### src/logic/elt_regs.svh
`ifndef ELT_REGS_SVH
`define ELT_REGS_SVH
`define ELT_CLK_HZ 250000000
`define ELT_LOOPUP_TIMEOUT_S 15
`define ELT_ACK_TIME_S 3
`define ELT_BLINK_SLOW_HZ 2
`define ELT_BLINK_FAST_HZ 8
`define ELT_TICKS_PER_S (`ELT_CLK_HZ)
`define ELT_ADDR_CTRL 8'h00
`define ELT_ADDR_USER1 8'h04
`define ELT_ADDR_USER2 8'h08
`define ELT_ADDR_SLOTS 8'h0c
`define ELT_ADDR_STATUS 8'h10
`define ELT_ADDR_ERRCNT 8'h14
`define ELT_CTRL_START_BIT 0
`define ELT_CTRL_STOP_BIT 1
`define ELT_CTRL_TEST_LSB 4
`define ELT_CTRL_TEST_W 5
`define ELT_CTRL_PORT_BIT 9
`define ELT_CTRL_ALT_BIT 10
`define ELT_CTRL_DUR_LSB 12
`define ELT_CTRL_DUR_W 2
`define ELT_CTRL_ST_LSB 16
`define ELT_CTRL_ST_W 3
`define ELT_USER_LEN_LSB 24
`define ELT_USER_LEN_W 5
`define ELT_USER_MAX 24
`define ELT_ST_PASS 3'h7
`define ELT_DUR_1MIN 2'h0
`define ELT_DUR_15MIN 2'h1
`define ELT_DUR_60MIN 2'h2
`define ELT_DUR_UNLIM 2'h3
`endif

### src/logic/elt_pkg.sv
package elt_pkg;
  typedef enum logic [4:0] {
    elt_t_self = 5'h01, elt_t_dte = 5'h02, elt_t_net = 5'h03,
    elt_t_pld = 5'h04, elt_t_lpup = 5'h05, elt_t_lpdn = 5'h06,
    elt_t_qrw = 5'h07, elt_t_p17 = 5'h08, elt_t_p324 = 5'h09,
    elt_t_p11 = 5'h0a, elt_t_ones = 5'h0b, elt_t_zeros = 5'h0c,
    elt_t_p12 = 5'h0d, elt_t_p14 = 5'h0e, elt_t_user1 = 5'h0f,
    elt_t_user2 = 5'h10, elt_t_lamp = 5'h13, elt_t_dtenet = 5'h14
  } elt_test_e;
  typedef enum logic [3:0] {
    elt_idle = 4'b0001, elt_run = 4'b0010,
    elt_pass = 4'b0100, elt_fail = 4'b1000
  } elt_state_e;
  typedef struct packed {
    logic dte_loop;
    logic line_loop;
    logic payload_loop;
    logic frac_loop;
    logic halt_payload;
    logic dte_mute;
    logic tx_pattern;
  } elt_path_s;
  typedef struct packed {
    logic test_green;
    logic test_yellow;
    logic test_red;
    logic ack;
  } elt_led_s;
endpackage : elt_pkg

### src/logic/elt_pattern_gen.sv
`timescale 1ns/1ps
`include "elt_regs.svh"
module elt_pattern_gen (
  input wire logic ref_clk,
  input wire logic rst,
  input wire logic enable,
  input wire elt_pkg::elt_test_e test,
  input wire logic alt_code,
  input wire logic [23:0] user1,
  input wire logic [23:0] user2,
  input wire logic [4:0] user1_len,
  input wire logic [4:0] user2_len,
  output logic tx_bit
);
  logic [14:0] prbs;
  logic [4:0] phase;
  logic [4:0] period;
  logic next_bit;
  logic [4:0] ulen;

  // Loop length per pattern; user lengths of zero fall back to the maximum.
  always_comb begin
    ulen = (test == elt_pkg::elt_t_user1) ? user1_len : user2_len;
    if (ulen == 5'h00 || ulen > 5'(`ELT_USER_MAX)) begin
      ulen = 5'(`ELT_USER_MAX);
    end
    case (test)
      elt_pkg::elt_t_p11: period = 5'h02;
      elt_pkg::elt_t_p12, elt_pkg::elt_t_lpdn: period = 5'h03;
      elt_pkg::elt_t_p14, elt_pkg::elt_t_lpup: period = 5'h05;
      elt_pkg::elt_t_p17: period = 5'h08;
      elt_pkg::elt_t_p324: period = 5'h18;
      elt_pkg::elt_t_user1, elt_pkg::elt_t_user2: period = ulen;
      default: period = 5'h01;
    endcase
  end

  always_ff @(posedge ref_clk) begin
    if (rst || !enable || phase + 5'h01 >= period) begin
      phase <= 5'h00;
    end else begin
      phase <= phase + 5'h01;
    end
  end

  // A 15-stage generator stands in for the word pattern; seed never zero.
  always_ff @(posedge ref_clk) begin
    if (rst) begin
      prbs <= 15'h7fff;
    end else if (enable) begin
      prbs <= {prbs[13:0], prbs[14] ^ prbs[13]};
    end
  end

  always_comb begin
    case (test)
      elt_pkg::elt_t_qrw, elt_pkg::elt_t_dte,
      elt_pkg::elt_t_dtenet: next_bit = prbs[14];
      elt_pkg::elt_t_ones: next_bit = 1'b1;
      elt_pkg::elt_t_zeros: next_bit = 1'b0;
      elt_pkg::elt_t_p11: next_bit = (phase == 5'h00);
      elt_pkg::elt_t_p17: next_bit = (phase == 5'h00);
      elt_pkg::elt_t_p324: next_bit = (phase == 5'h00 || phase == 5'h08 ||
        phase == 5'h10);
      elt_pkg::elt_t_p12, elt_pkg::elt_t_lpdn,
      elt_pkg::elt_t_p14, elt_pkg::elt_t_lpup:
        next_bit = (phase == 5'h00) ^ alt_code;
      elt_pkg::elt_t_user1: next_bit = user1[phase];
      elt_pkg::elt_t_user2: next_bit = user2[phase];
      default: next_bit = 1'b1;
    endcase
  end

  always_ff @(posedge ref_clk) begin
    if (rst) begin
      tx_bit <= 1'b1;
    end else begin
      tx_bit <= enable ? next_bit : 1'b1;
    end
  end
endmodule : elt_pattern_gen

### src/logic/elt_pattern_chk.sv
`timescale 1ns/1ps
module elt_pattern_chk (
  input wire logic ref_clk,
  input wire logic rst,
  input wire logic enable,
  input wire logic rx_bit,
  output logic [15:0] err_count,
  output logic locked
);
  logic [14:0] ref_sr;
  logic [3:0] good_run;
  logic expect_bit;

  // Self-synchronising: the reference is loaded from received bits.
  assign expect_bit = ref_sr[14] ^ ref_sr[13];

  always_ff @(posedge ref_clk) begin
    if (rst || !enable) begin
      ref_sr <= 15'h0000;
    end else begin
      ref_sr <= {ref_sr[13:0], rx_bit};
    end
  end

  always_ff @(posedge ref_clk) begin
    if (rst || !enable) begin
      good_run <= 4'h0;
      locked <= 1'b0;
    end else if (rx_bit == expect_bit) begin
      if (good_run != 4'hf) begin
        good_run <= good_run + 4'h1;
      end else begin
        locked <= 1'b1;
      end
    end else begin
      good_run <= 4'h0;
    end
  end

  // Counter saturates rather than wrapping so a long run never reads clean.
  always_ff @(posedge ref_clk) begin
    if (rst || !enable) begin
      err_count <= 16'h0000;
    end else if (locked && rx_bit != expect_bit &&
        err_count != 16'hffff) begin
      err_count <= err_count + 16'h0001;
    end
  end
endmodule : elt_pattern_chk

### src/logic/elt_test_ctrl.sv
// Decided for this implementation: the address map and the AXI4-Lite slave port.
`timescale 1ns/1ps
`include "elt_regs.svh"
module elt_test_ctrl #(
  parameter int unsigned TICKS_PER_S = `ELT_TICKS_PER_S
) (
  input wire logic ref_clk,
  input wire logic rst,
  input wire logic [7:0] s_axi_awaddr,
  input wire logic s_axi_awvalid,
  output logic s_axi_awready,
  input wire logic [31:0] s_axi_wdata,
  input wire logic [3:0] s_axi_wstrb,
  input wire logic s_axi_wvalid,
  output logic s_axi_wready,
  output logic [1:0] s_axi_bresp,
  output logic s_axi_bvalid,
  input wire logic s_axi_bready,
  input wire logic [7:0] s_axi_araddr,
  input wire logic s_axi_arvalid,
  output logic s_axi_arready,
  output logic [31:0] s_axi_rdata,
  output logic [1:0] s_axi_rresp,
  output logic s_axi_rvalid,
  input wire logic s_axi_rready,
  input wire logic net_rx_data,
  input wire logic dte_tx_data,
  input wire logic [31:0] frac_slot_rx,
  input wire logic remote_loop_seen,
  input wire logic loopup_full_rx,
  input wire logic loopup_frac_rx,
  input wire logic loopdown_rx,
  input wire logic full_bandwidth,
  output logic net_tx_data,
  output logic net_rx_path_data,
  output elt_pkg::elt_path_s path,
  output logic [31:0] loop_slots,
  output elt_pkg::elt_led_s leds
);
  ////////////////////////////////////////////////////////////////////////
  logic [31:0] ctrl;
  logic [23:0] user1;
  logic [23:0] user2;
  logic [4:0] user1_len;
  logic [4:0] user2_len;
  logic [31:0] slots;
  logic aw_held;
  logic w_held;
  logic [7:0] aw_addr;
  logic [31:0] w_data;
  logic [3:0] w_strb;
  logic start_pulse;
  logic stop_pulse;

  assign s_axi_awready = !aw_held && !s_axi_bvalid;
  assign s_axi_wready = !w_held && !s_axi_bvalid;
  assign s_axi_arready = !s_axi_rvalid;

  function automatic logic [31:0] merge(input logic [31:0] old,
      input logic [31:0] nw, input logic [3:0] be);
    logic [31:0] r;
    r = old;
    for (int i = 0; i < 4; i++) begin
      if (be[i]) begin
        r[i*8 +: 8] = nw[i*8 +: 8];
      end
    end
    return r;
  endfunction : merge

  always_ff @(posedge ref_clk) begin
    if (rst) begin
      aw_held <= 1'b0;
      w_held <= 1'b0;
      aw_addr <= 8'h00;
      w_data <= 32'h0000_0000;
      w_strb <= 4'h0;
      s_axi_bvalid <= 1'b0;
      s_axi_bresp <= 2'h0;
    end else begin
      if (s_axi_awvalid && s_axi_awready) begin
        aw_held <= 1'b1;
        aw_addr <= s_axi_awaddr;
      end
      if (s_axi_wvalid && s_axi_wready) begin
        w_held <= 1'b1;
        w_data <= s_axi_wdata;
        w_strb <= s_axi_wstrb;
      end
      if (aw_held && w_held) begin
        aw_held <= 1'b0;
        w_held <= 1'b0;
        s_axi_bvalid <= 1'b1;
        s_axi_bresp <= (aw_addr == `ELT_ADDR_CTRL ||
          aw_addr == `ELT_ADDR_USER1 || aw_addr == `ELT_ADDR_USER2 ||
          aw_addr == `ELT_ADDR_SLOTS) ? 2'h0 : 2'h2;
      end else if (s_axi_bvalid && s_axi_bready) begin
        s_axi_bvalid <= 1'b0;
      end
    end
  end

  // Start and stop are self-clearing; they never store in the control word.
  always_ff @(posedge ref_clk) begin
    if (rst) begin
      ctrl <= 32'h0000_0000;
      user1 <= 24'h333333;
      user2 <= 24'h111111;
      user1_len <= 5'(`ELT_USER_MAX);
      user2_len <= 5'(`ELT_USER_MAX);
      slots <= 32'h0000_0000;
      start_pulse <= 1'b0;
      stop_pulse <= 1'b0;
    end else begin
      start_pulse <= 1'b0;
      stop_pulse <= 1'b0;
      if (aw_held && w_held) begin
        case (aw_addr)
          `ELT_ADDR_CTRL: begin
            ctrl <= merge(ctrl, w_data, w_strb) & 32'h0007_3ff0;
            start_pulse <= w_strb[0] && w_data[`ELT_CTRL_START_BIT];
            stop_pulse <= w_strb[0] && w_data[`ELT_CTRL_STOP_BIT];
          end
          `ELT_ADDR_USER1: begin
            user1 <= w_data[23:0];
            user1_len <= w_data[`ELT_USER_LEN_LSB +: `ELT_USER_LEN_W];
          end
          `ELT_ADDR_USER2: begin
            user2 <= w_data[23:0];
            user2_len <= w_data[`ELT_USER_LEN_LSB +: `ELT_USER_LEN_W];
          end
          `ELT_ADDR_SLOTS: slots <= merge(slots, w_data, w_strb);
          default: ;
        endcase
      end
    end
  end

  ////////////////////////////////////////////////////////////////////////
  elt_pkg::elt_test_e test;
  elt_pkg::elt_state_e state;
  logic port_sel;
  logic alt_code;
  logic [1:0] dur_sel;
  logic [2:0] st_code;
  logic [2:0] st_result;
  logic [31:0] sec_div;
  logic sec_tick;
  logic [11:0] secs;
  logic [11:0] dur_limit;
  logic timed;
  logic [15:0] err_count;
  logic locked;
  logic gen_en;
  logic rloop_s1;
  logic rloop_s2;
  logic [2:0] ack_secs;
  logic ack_run;
  logic [31:0] blink_div;
  logic blink;
  logic rx_lpf_s1, rx_lpf_s2, rx_lpu_s1, rx_lpu_s2, rx_lpd_s1, rx_lpd_s2;
  logic remote_full_loop;
  logic remote_frac_loop;

  // Loop status and loop code inputs from the line side are synchronised before use.
  always_ff @(posedge ref_clk) begin
    rloop_s1 <= remote_loop_seen;
    rloop_s2 <= rloop_s1;
    rx_lpf_s1 <= loopup_full_rx;
    rx_lpf_s2 <= rx_lpf_s1;
    rx_lpu_s1 <= loopup_frac_rx;
    rx_lpu_s2 <= rx_lpu_s1;
    rx_lpd_s1 <= loopdown_rx;
    rx_lpd_s2 <= rx_lpd_s1;
  end

  always_ff @(posedge ref_clk) begin
    if (rst || sec_tick) begin
      sec_div <= 32'h0000_0000;
    end else begin
      sec_div <= sec_div + 32'h0000_0001;
    end
  end
  assign sec_tick = (sec_div == 32'(TICKS_PER_S - 1));

  always_comb begin
    case (dur_sel)
      `ELT_DUR_1MIN: dur_limit = 12'd60;
      `ELT_DUR_15MIN: dur_limit = 12'd900;
      `ELT_DUR_60MIN: dur_limit = 12'd3600;
      default: dur_limit = 12'd0;
    endcase
  end
  assign timed = (dur_sel != `ELT_DUR_UNLIM) &&
    test != elt_pkg::elt_t_self && test != elt_pkg::elt_t_lpup &&
    test != elt_pkg::elt_t_lpdn;

  always_ff @(posedge ref_clk) begin
    if (rst) begin
      state <= elt_pkg::elt_idle;
      test <= elt_pkg::elt_t_self;
      port_sel <= 1'b0;
      alt_code <= 1'b0;
      dur_sel <= `ELT_DUR_UNLIM;
      st_code <= `ELT_ST_PASS;
      st_result <= `ELT_ST_PASS;
      secs <= 12'h000;
    end else begin
      if (sec_tick && state == elt_pkg::elt_run) begin
        secs <= secs + 12'h001;
      end
      case (state)
        elt_pkg::elt_idle, elt_pkg::elt_pass, elt_pkg::elt_fail: begin
          if (start_pulse) begin
            test <= elt_pkg::elt_test_e'(
              ctrl[`ELT_CTRL_TEST_LSB +: `ELT_CTRL_TEST_W]);
            port_sel <= ctrl[`ELT_CTRL_PORT_BIT];
            alt_code <= ctrl[`ELT_CTRL_ALT_BIT];
            dur_sel <= ctrl[`ELT_CTRL_DUR_LSB +: `ELT_CTRL_DUR_W];
            st_code <= ctrl[`ELT_CTRL_ST_LSB +: `ELT_CTRL_ST_W];
            secs <= 12'h000;
            state <= elt_pkg::elt_run;
          end
        end
        elt_pkg::elt_run: begin
          if (stop_pulse) begin
            state <= elt_pkg::elt_idle;
          end else if (test == elt_pkg::elt_t_self && secs == 12'd1) begin
            // Code 0..5 marks a failed check; anything else passes.
            st_result <= (st_code <= 3'h5) ? st_code : `ELT_ST_PASS;
            state <= (st_code <= 3'h5) ? elt_pkg::elt_fail :
              elt_pkg::elt_pass;
          end else if ((test == elt_pkg::elt_t_lpup ||
              test == elt_pkg::elt_t_lpdn) &&
              (rloop_s2 ^ (test == elt_pkg::elt_t_lpdn))) begin
            state <= elt_pkg::elt_pass;
          end else if (test == elt_pkg::elt_t_lpup &&
              secs == 12'(`ELT_LOOPUP_TIMEOUT_S)) begin
            state <= elt_pkg::elt_fail;
          end else if (timed && secs == dur_limit) begin
            state <= elt_pkg::elt_pass;
          end
        end
        default: state <= elt_pkg::elt_idle;
      endcase
    end
  end

  // Loop codes received from the far end; both ends must share settings.
  always_ff @(posedge ref_clk) begin
    if (rst) begin
      remote_full_loop <= 1'b0;
      remote_frac_loop <= 1'b0;
    end else if (rx_lpd_s2) begin
      remote_full_loop <= 1'b0;
      remote_frac_loop <= 1'b0;
    end else if (rx_lpf_s2 && full_bandwidth) begin
      remote_full_loop <= 1'b1;
    end else if (rx_lpu_s2) begin
      remote_frac_loop <= 1'b1;
    end
  end

  ////////////////////////////////////////////////////////////////////////
  logic running;
  logic is_dte, is_net, is_pld;
  logic pat_tx;
  assign running = (state == elt_pkg::elt_run);
  assign is_dte = running && (test == elt_pkg::elt_t_dte ||
    test == elt_pkg::elt_t_dtenet);
  assign is_net = (running && full_bandwidth &&
    (test == elt_pkg::elt_t_net || test == elt_pkg::elt_t_dtenet)) ||
    remote_full_loop;
  assign is_pld = (running && test == elt_pkg::elt_t_pld) ||
    remote_frac_loop;
  assign gen_en = running && test != elt_pkg::elt_t_self &&
    test != elt_pkg::elt_t_lamp && test != elt_pkg::elt_t_net &&
    test != elt_pkg::elt_t_pld;

  elt_pattern_gen u_gen (
    .ref_clk(ref_clk),
    .rst(rst),
    .enable(gen_en),
    .test(test),
    .alt_code(alt_code),
    .user1(user1),
    .user2(user2),
    .user1_len(user1_len),
    .user2_len(user2_len),
    .tx_bit(pat_tx)
  );

  elt_pattern_chk u_chk (
    .ref_clk(ref_clk),
    .rst(rst),
    .enable(running && test == elt_pkg::elt_t_qrw),
    .rx_bit(net_rx_data),
    .err_count(err_count),
    .locked(locked)
  );

  // Frames and line coding are rebuilt by the framer downstream; here the
  // loopback paths only select which bit stream is returned.
  always_ff @(posedge ref_clk) begin
    if (rst) begin
      net_tx_data <= 1'b1;
      net_rx_path_data <= 1'b1;
      path <= '0;
      loop_slots <= 32'h0000_0000;
    end else begin
      if (is_net) begin
        net_tx_data <= net_rx_data;
      end else if (gen_en) begin
        net_tx_data <= pat_tx;
      end else if (is_pld) begin
        net_tx_data <= net_rx_data;
      end else begin
        net_tx_data <= dte_tx_data;
      end
      net_rx_path_data <= is_dte ? net_tx_data : net_rx_data;
      path.dte_loop <= is_dte;
      path.line_loop <= is_net;
      path.payload_loop <= is_pld && !port_sel;
      path.frac_loop <= is_pld && port_sel;
      path.halt_payload <= is_dte;
      path.dte_mute <= is_pld;
      path.tx_pattern <= gen_en;
      loop_slots <= (is_pld && port_sel) ? (slots & frac_slot_rx) :
        32'h0000_0000;
    end
  end

  ////////////////////////////////////////////////////////////////////////
  // Ack blink runs three seconds after a remote loop command succeeds.
  always_ff @(posedge ref_clk) begin
    if (rst) begin
      ack_secs <= 3'h0;
    end else if (running && (test == elt_pkg::elt_t_lpup ||
        test == elt_pkg::elt_t_lpdn) &&
        (rloop_s2 ^ (test == elt_pkg::elt_t_lpdn))) begin
      ack_secs <= 3'(`ELT_ACK_TIME_S);
    end else if (sec_tick && ack_secs != 3'h0) begin
      ack_secs <= ack_secs - 3'h1;
    end
  end
  assign ack_run = (ack_secs != 3'h0);

  always_ff @(posedge ref_clk) begin
    if (rst) begin
      blink_div <= 32'h0000_0000;
      blink <= 1'b0;
    end else if (blink_div >= 32'(TICKS_PER_S / `ELT_BLINK_FAST_HZ / 2)) begin
      blink_div <= 32'h0000_0000;
      blink <= !blink;
    end else begin
      blink_div <= blink_div + 32'h0000_0001;
    end
  end

  always_ff @(posedge ref_clk) begin
    if (rst) begin
      leds <= '0;
    end else if (running && test == elt_pkg::elt_t_lamp) begin
      leds <= '1;
    end else begin
      leds.test_yellow <= running && (test != elt_pkg::elt_t_self ||
        blink);
      leds.test_green <= !running;
      leds.test_red <= (state == elt_pkg::elt_fail);
      leds.ack <= ack_run && blink;
    end
  end

  ////////////////////////////////////////////////////////////////////////
  always_ff @(posedge ref_clk) begin
    if (rst) begin
      s_axi_rvalid <= 1'b0;
      s_axi_rdata <= 32'h0000_0000;
      s_axi_rresp <= 2'h0;
    end else if (s_axi_arvalid && s_axi_arready) begin
      s_axi_rvalid <= 1'b1;
      s_axi_rresp <= 2'h0;
      case (s_axi_araddr)
        `ELT_ADDR_CTRL: s_axi_rdata <= ctrl;
        `ELT_ADDR_USER1: s_axi_rdata <= {3'h0, user1_len, user1};
        `ELT_ADDR_USER2: s_axi_rdata <= {3'h0, user2_len, user2};
        `ELT_ADDR_SLOTS: s_axi_rdata <= slots;
        `ELT_ADDR_STATUS: s_axi_rdata <= {15'h0000, remote_frac_loop,
          remote_full_loop, locked, st_result, test, 2'h0, state};
        `ELT_ADDR_ERRCNT: s_axi_rdata <= {16'h0000, err_count};
        default: begin
          s_axi_rdata <= 32'h0000_0000;
          s_axi_rresp <= 2'h2;
        end
      endcase
    end else if (s_axi_rvalid && s_axi_rready) begin
      s_axi_rvalid <= 1'b0;
    end
  end
endmodule : elt_test_ctrl

### config.mk
export PLATFORM = sky130hd
export DESIGN_NAME = elt_test_ctrl
export DESIGN_NICKNAME = d
export VERILOG_FILES = /design/src/logic/elt_pkg.sv /design/src/logic/elt_pattern_gen.sv /design/src/logic/elt_pattern_chk.sv /design/src/logic/elt_test_ctrl.sv
export VERILOG_INCLUDE_DIRS = /design/src /design/src/logic
export SDC_FILE = /design/constraint.sdc
export NUM_CORES = 1
export LEC_CHECK = 0
export ABC_AREA = 1
export BUFFER_PORTS_ARGS = -buffer_cell sky130_fd_sc_hd__buf_2
export CAP_MARGIN = 20
export CORE_ASPECT_RATIO = 0.8
export CORE_MARGIN = 1.5
export CORE_UTILIZATION = 55
export DETAILED_ROUTE_END_ITERATION = 12
export GPL_ROUTABILITY_DRIVEN = 0
export PLACE_DENSITY = 0.85
export SLEW_MARGIN = 20
export SYNTH_ARGS = -nofsm -noshare
export SYNTH_HDL_FRONTEND = slang
export SYNTH_HIERARCHICAL = 1
export SYNTH_SLANG_ARGS = --single-unit
### constraint.sdc
create_clock -name ref_clk -period 3 [get_ports ref_clk]
set_input_delay 0.15 -clock ref_clk [delete_from_list [all_inputs] [get_ports ref_clk]]
set_output_delay 0.15 -clock ref_clk [all_outputs]
set_load 0.005 [all_outputs]
==> results of run 1 <==
-- layer usage --
layer	share of wire (%)	vias up
met4	2.8	2
met3	11	129
met2	45	943
met1	41	8255
li1	-	8775
met5	0.021	-
-- power by group through the flow --
stage	clock, W	sequential [W]	combinational (W)
global route	0.00526	0.00549	0.000848
global placement	0	0.00559	0.000632
finish	0.00500	0.00548	0.000762
detailed placement	0	0.00560	0.000655
CTS	0.00505	0.00548	0.000743
floorplan	0	0.00558	0.000431
-- worst max-delay path, stage by stage (launching register included) --
cell and delay (ps):
dfxtp_1 580, nand2_2 120, nor2_4 220, nand2_4 120
nand2_1 80, nand2_1 70, nand3_1 120, nand2_1 90
nand2_2 120, nand3_1 100, o21ai_2 70, ha_1 230
o21ai_0 170, a21boi_0 110, o21ai_0 150, nand2_1 70
nand2_1 60, nand2_1 120, nor2_1 140
-- cell type report --
cell class	instances	area (µm²)	area share, %
clock buffers	53	1121	5.220
clock inverters	18	176.4	0.8214
repair buffers	293	1959	9.123
well taps	427	534.3	2.487
flip-flops and latches	397	7949	37.01
inverters	288	1086	5.056
multi-input cells	1807	8652	40.28
-- cell usage after synthesis, types with 2 or more instances --
cell type / n / area [µm²]
buf_2: 26 / 130.1
nor2_1: 309 / 1160
nand3_2: 10 / 100.1
nor3_4: 2 / 32.53
nor2_2: 17 / 106.4
nand2_4: 2 / 22.52
nand3b_1: 11 / 82.58
a31oi_1: 2 / 12.51
a21oi_1: 221 / 1106
nor2_4: 12 / 135.1
nand2_2: 18 / 112.6
nor3_1: 37 / 185.2
inv_1: 268 / 1006
nor4_1: 6 / 37.54
xor2_1: 26 / 227.7
or2_0: 3 / 18.77
buf_6: 7 / 78.83
o21ai_0: 143 / 715.7
dfxtp_1: 397 / 7948
clkbuf_1: 45 / 168.9
buf_1: 3 / 11.26
clkinv_1: 4 / 15.01
or2_2: 16 / 100.1
buf_4: 14 / 105.1
o211ai_1: 35 / 262.8
and2_1: 2 / 12.51
nor3b_1: 3 / 22.52
xnor2_1: 10 / 87.58
o21ai_1: 18 / 90.09
inv_2: 15 / 56.30
o21bai_1: 3 / 22.52
nand3_1: 182 / 910.9
nand2_1: 642 / 2410
nor3_2: 3 / 30.03
o22ai_1: 2 / 12.51
nand4_1: 30 / 187.7
ha_1: 21 / 262.8
-- metrics by stage --
stage	cells	setup WS (ps)	hold slack, ps	total power [W]
4_1_cts	3283	182.2	1.237	0.01127
3_3_place_gp	3127	480.1	253.7	0.006223
6_report	3283	185.3	37.47	0.01125
3_5_place_dp	3127	246.1	254.2	0.006251
5_1_grt	3283	15.11	34.95	0.01160
2_1_floorplan	2588	715.8	177.7	0.006007
-- repair_timing --
action | CTS | global route
setup endpoints to repair | 0 | 5
hold buffers | 85 | 0
hold endpoints to repair | 87 | 0
gates resized for setup | 0 | 2
-- sequential cells by signal (all words and copies together) (netlist names), 24 cells and up --
name	cells
blink_div	32
loop_slots	32
s_axi_rdata	32
sec_div	32
slots	32
user1	24
user2	24
w_data	32
-- logic make-up after synthesis --
family / Yosys count
and+or+nand+nor: 1311
buffers and inverters: 384
other: 1
xor gates and xnor gates: 36
AOI/OAI and AO/OA: 429
DFF: 397
adders and majority gates: 21
-- worst paths after layout --
| path | start | cells past startpoint | endpoint |
|---|---|---|---|
| worst max-delay path | test[1] | 18 | u_gen/phase[3] |
| worst min-delay path | dte_tx_data | 5 | net_tx_data |
| worst max register to register | test[1] | 18 | u_gen/phase[3] |
| worst min register to register | rx_lpu_s1 | 0 | rx_lpu_s2 |
==> flow_metrics.tcl, run 1 <==
set metrics [dict create \
    tightest_slew_ps 948.8 \
    power_frac_comb_pct 6.8 \
    crit_path_start_kind "flip-flop" \
    max_slew_margin_pct 36.53 \
    post-route-util_pct 66.12 \
    drtIter0Drc 2046 \
    crit_fanout 11 \
    cp_data_arrival_time_ps 3280 \
    setup_viol 0 \
    crit_type "flip-flop to flip-flop" \
    antenna_found_initial 2 \
    maxCapViolCount 0 \
    die_h_um 165.4 \
    grt_pass1_vias 16550 \
    clkPwrFrac_pct 44.5 \
    synth-simple-area-share_pct 31.79 \
    rows 59 \
    clk_latency_ps 540 \
    vias 18100 \
    swShare_pct 23.71 \
    r2r_slack_ps 190 \
    yosys.area_share.adder_pct 1.448 \
    busiest_layer "met2" \
    track_usage_pct 30.08 \
    p_seq_share_pct 48.7 \
    ys_seq_elements 397 \
    path_clk_slew_ps 60 \
    post-dp-hpwl_um 36440 \
    cts_setup_buffers 0 \
    drt_pass1_iterations 6 \
    p_leak_nw 8.921 \
    drive_above_1_share_pct 13.31 \
    wl_per_cell_um 15.98 \
    async_reset_ff_share_pct 0 \
    start_util_pct 55.85 \
    nNetsFinal 2946 \
    max_freq_mhz 355.3 \
    yosysWarningCount 6 \
    ys.flop_type "dfxtp_1" \
    wl_um 52480 \
    met1_usage_pct 39.44 \
    final_max_slew_viol_count 0 \
    use_met3_pct 7.575 \
    syn_inst 2579 \
    placed_area_mm2 0.01933 \
    ir_worst_vdd_mv 0.5330 \
    final_area_mm2 0.02148 \
    synth_top_family_by_area "simple AND/OR/NAND/NOR gates" \
    endpoint_kind "flip-flop" \
    netlist_area_mm2 0.01814 \
    coreArea_mm2 0.03248 \
    skew_ps 11.26 \
    drc 0 \
    power_density_mw_per_mm2 523.8 \
    synthToLayoutAreaGrowth_pct 18.39 \
    cts.sinks 397 \
    fillers 2652 \
    synth-edff-count 0 \
    period_share_pct 93.82 \
    p_sw_w 0.002668 \
    grt_pass1_wl_um 81970 \
    synth_xor_area_share_pct 1.738 \
    viasPerCell 5.514 \
    rsz0062_at_grt "no" \
    synth.distinct_cells 51 \
    synth_area_per_cell_um2 7.034 \
    worst-endpoint-required_ps 3460 \
    outcome "completed" \
    synth_compound_area_share_pct 12.47 \
    hp-class "input port to flip-flop" \
    numCtsBuffers 40 \
    min_period_ps 2815 \
    met2_usage_pct 48.75 \
    fp.dieArea_mm2 0.03409 \
    dieWidth_um 206.1 \
    num_io_pins 184 \
    clk_path_buf_depth 3 \
    final.setup.tns_ps 0 \
    grt_max_degree 89 \
    port_buffers 181 \
    diodes 0 \
    cts_tree "done" \
    synth.area.mux_share_pct 0 \
    p_int_w 0.008582 \
    layout.cells.most_common_list "nand2_1 (641), dfxtp_1 (396), nor2_1 (307), inv_1 (267), a21oi_1 (221)" \
    grt_remaining_overflow 0 \
    final_common_cell "nand2_1" \
    h-tree-depth 2 \
    seq_area_frac_synth_pct 43.81 \
    root_buffer "clkbuf_16" \
    hold_viol_final 0 \
    antenna_left 0 \
]
Note: power is estimated with default switching activity, not from simulation.
==> inputs of run 2 (changes only) <==
- PLACE_DENSITY: 0.85 -> 0.75
==> flow_metrics.tcl, run 2 (same netlist as run 1, synthesis figures left out) <==
set metrics [dict create \
    clk_latency_ps 550 \
    nNetsFinal 2951 \
    fin_cells 3290 \
    maxCapViolCount 0 \
    root_buffer "clkbuf_16" \
    min_path_cells 3 \
    cts_setup_buffers 0 \
    track_usage_pct 30.59 \
    rsz0062_at_grt "no" \
    h-tree-depth 2 \
    period_share_pct 91.75 \
    crit_path_start_kind "flip-flop" \
    pre_cts_slack_ps 333.7 \
    grt_pass1_wl_um 83280 \
    max_slew_margin_pct 41.65 \
    placed_area_mm2 0.01941 \
    hold_viol_final 0 \
    worst-endpoint-required_ps 3480 \
    dp_cells 3133 \
    ir_worst_vdd_mv 0.3684 \
    grt_remaining_overflow 0 \
    numCtsBuffers 41 \
    start_util_pct 55.85 \
    clk_path_buf_depth 3 \
    drive_above_1_share_pct 13.66 \
    cp_data_arrival_time_ps 3230 \
    dieWidth_um 206.1 \
    crit_fanout 11 \
    grt_max_degree 100 \
    cts_tree "done" \
    outcome "completed" \
    diodes 0 \
    drc 0 \
    final.setup.tns_ps 0 \
    antenna_found_initial 0 \
    path_clk_slew_ps 60 \
    post-dp-hpwl_um 37550 \
    viasPerCell 5.449 \
    synthToLayoutAreaGrowth_pct 19.17 \
    fillers 2806 \
    hp-class "input port to flip-flop" \
    cts.sinks 397 \
    final_max_slew_viol_count 0 \
    p_leak_nw 9.012 \
    max_freq_mhz 363.3 \
    min_period_ps 2753 \
    setup_viol 0 \
    power_density_mw_per_mm2 528.3 \
    final_area_mm2 0.02162 \
    num_io_pins 184 \
    vias 17930 \
    coreArea_mm2 0.03248 \
    antenna_left 0 \
    wl_per_cell_um 16.12 \
    rows 59 \
    skew_ps 18.90 \
    reg2reg_depth 18 \
    die_h_um 165.4 \
    tightest_slew_ps 874.3 \
    wl_um 53030 \
    crit_type "flip-flop to flip-flop" \
    endpoint_kind "flip-flop" \
    fp.dieArea_mm2 0.03409 \
    grt_pass1_vias 16300 \
    final_common_cell "nand2_1" \
    drtIter0Drc 1908 \
    drt_pass1_iterations 6 \
    layout.cells.most_common_list "nand2_1 (641), dfxtp_1 (396), nor2_1 (308), inv_1 (267), a21oi_1 (221)" \
    setup_ws_ps 247.4 \
    port_buffers 181 \
]
## run 2: per-stage QoR
stage	util (%)	total power (W)	hold WS, ps
global placement	59.76	0.006247	255.9
floorplan	-	0.006007	177.7
finish	66.56	0.01142	9.881
CTS	66.56	0.01146	2.786
detailed placement	59.76	0.006269	257.4
global route	66.56	0.01180	26.94
## run 2: final timing paths
kind	from	to	slack [ps]
hold reg to reg	rx_lpd_s1	rx_lpd_s2	330
hold / removal	s_axi_wdata[8]	w_data[8]	10
setup / recovery	test[4]	u_gen/phase[4]	250
setup reg to reg	test[4]	u_gen/phase[4]	250
## run 2: power breakdown
group / total (W) / internal (W) / switching, W / leakage [nW]
registers: 0.00549 / 0.00539 / 0.0000951 / 3.22
logic: 0.000775 / 0.000298 / 0.000478 / 5.10
clock network: 0.00516 / 0.00301 / 0.00215 / 0.690
total: 0.0114 / 0.00870 / 0.00272 / 9.01
## run 2: cell type report
class	instances	area [µm²]	area share, %
timing repair buffer	297	2024	9.364
clock buffer	63	1311	6.065
tap	427	534.3	2.471
clock inverter	11	65.06	0.3009
multi-input combinational	1807	8650	40.01
inverter	288	1086	5.023
sequential	397	7949	36.77
## run 2: critical path, stage by stage, from the launching register on
cell and delay (ps):
dfxtp_1 450, inv_1 220, nand3_1 130, nor2_1 290, nand2_1 110, nand2_1 80, nand3_1 70, nand2_1 80
nand2_2 80, nand3_1 90, o21ai_2 60, ha_1 260, o21ai_0 140, a21boi_0 90, o21ai_0 140, nand2_1 70
nand2_1 60, nand2_1 110, nor2_1 120
## run 2: timing repair
action / in CTS / in global routing
hold buffers: 83 / 0
resized for setup: 0 / 1
endpoints found under the hold margin: 86 / 0
setup endpoints to repair: 0 / 3
## run 2: metal layers
| layer | GRT usage, % | part of all wire (%) | up-vias |
|---|---|---|---|
| met3 | 5.455 | 8.5 | 102 |
| li1 | - | - | 8774 |
| met1 | 42.50 | 45 | 8301 |
| met5 | 0 | 0 | - |
| met2 | 47.80 | 44 | 751 |
| met4 | 10.61 | 3.0 | 0 |
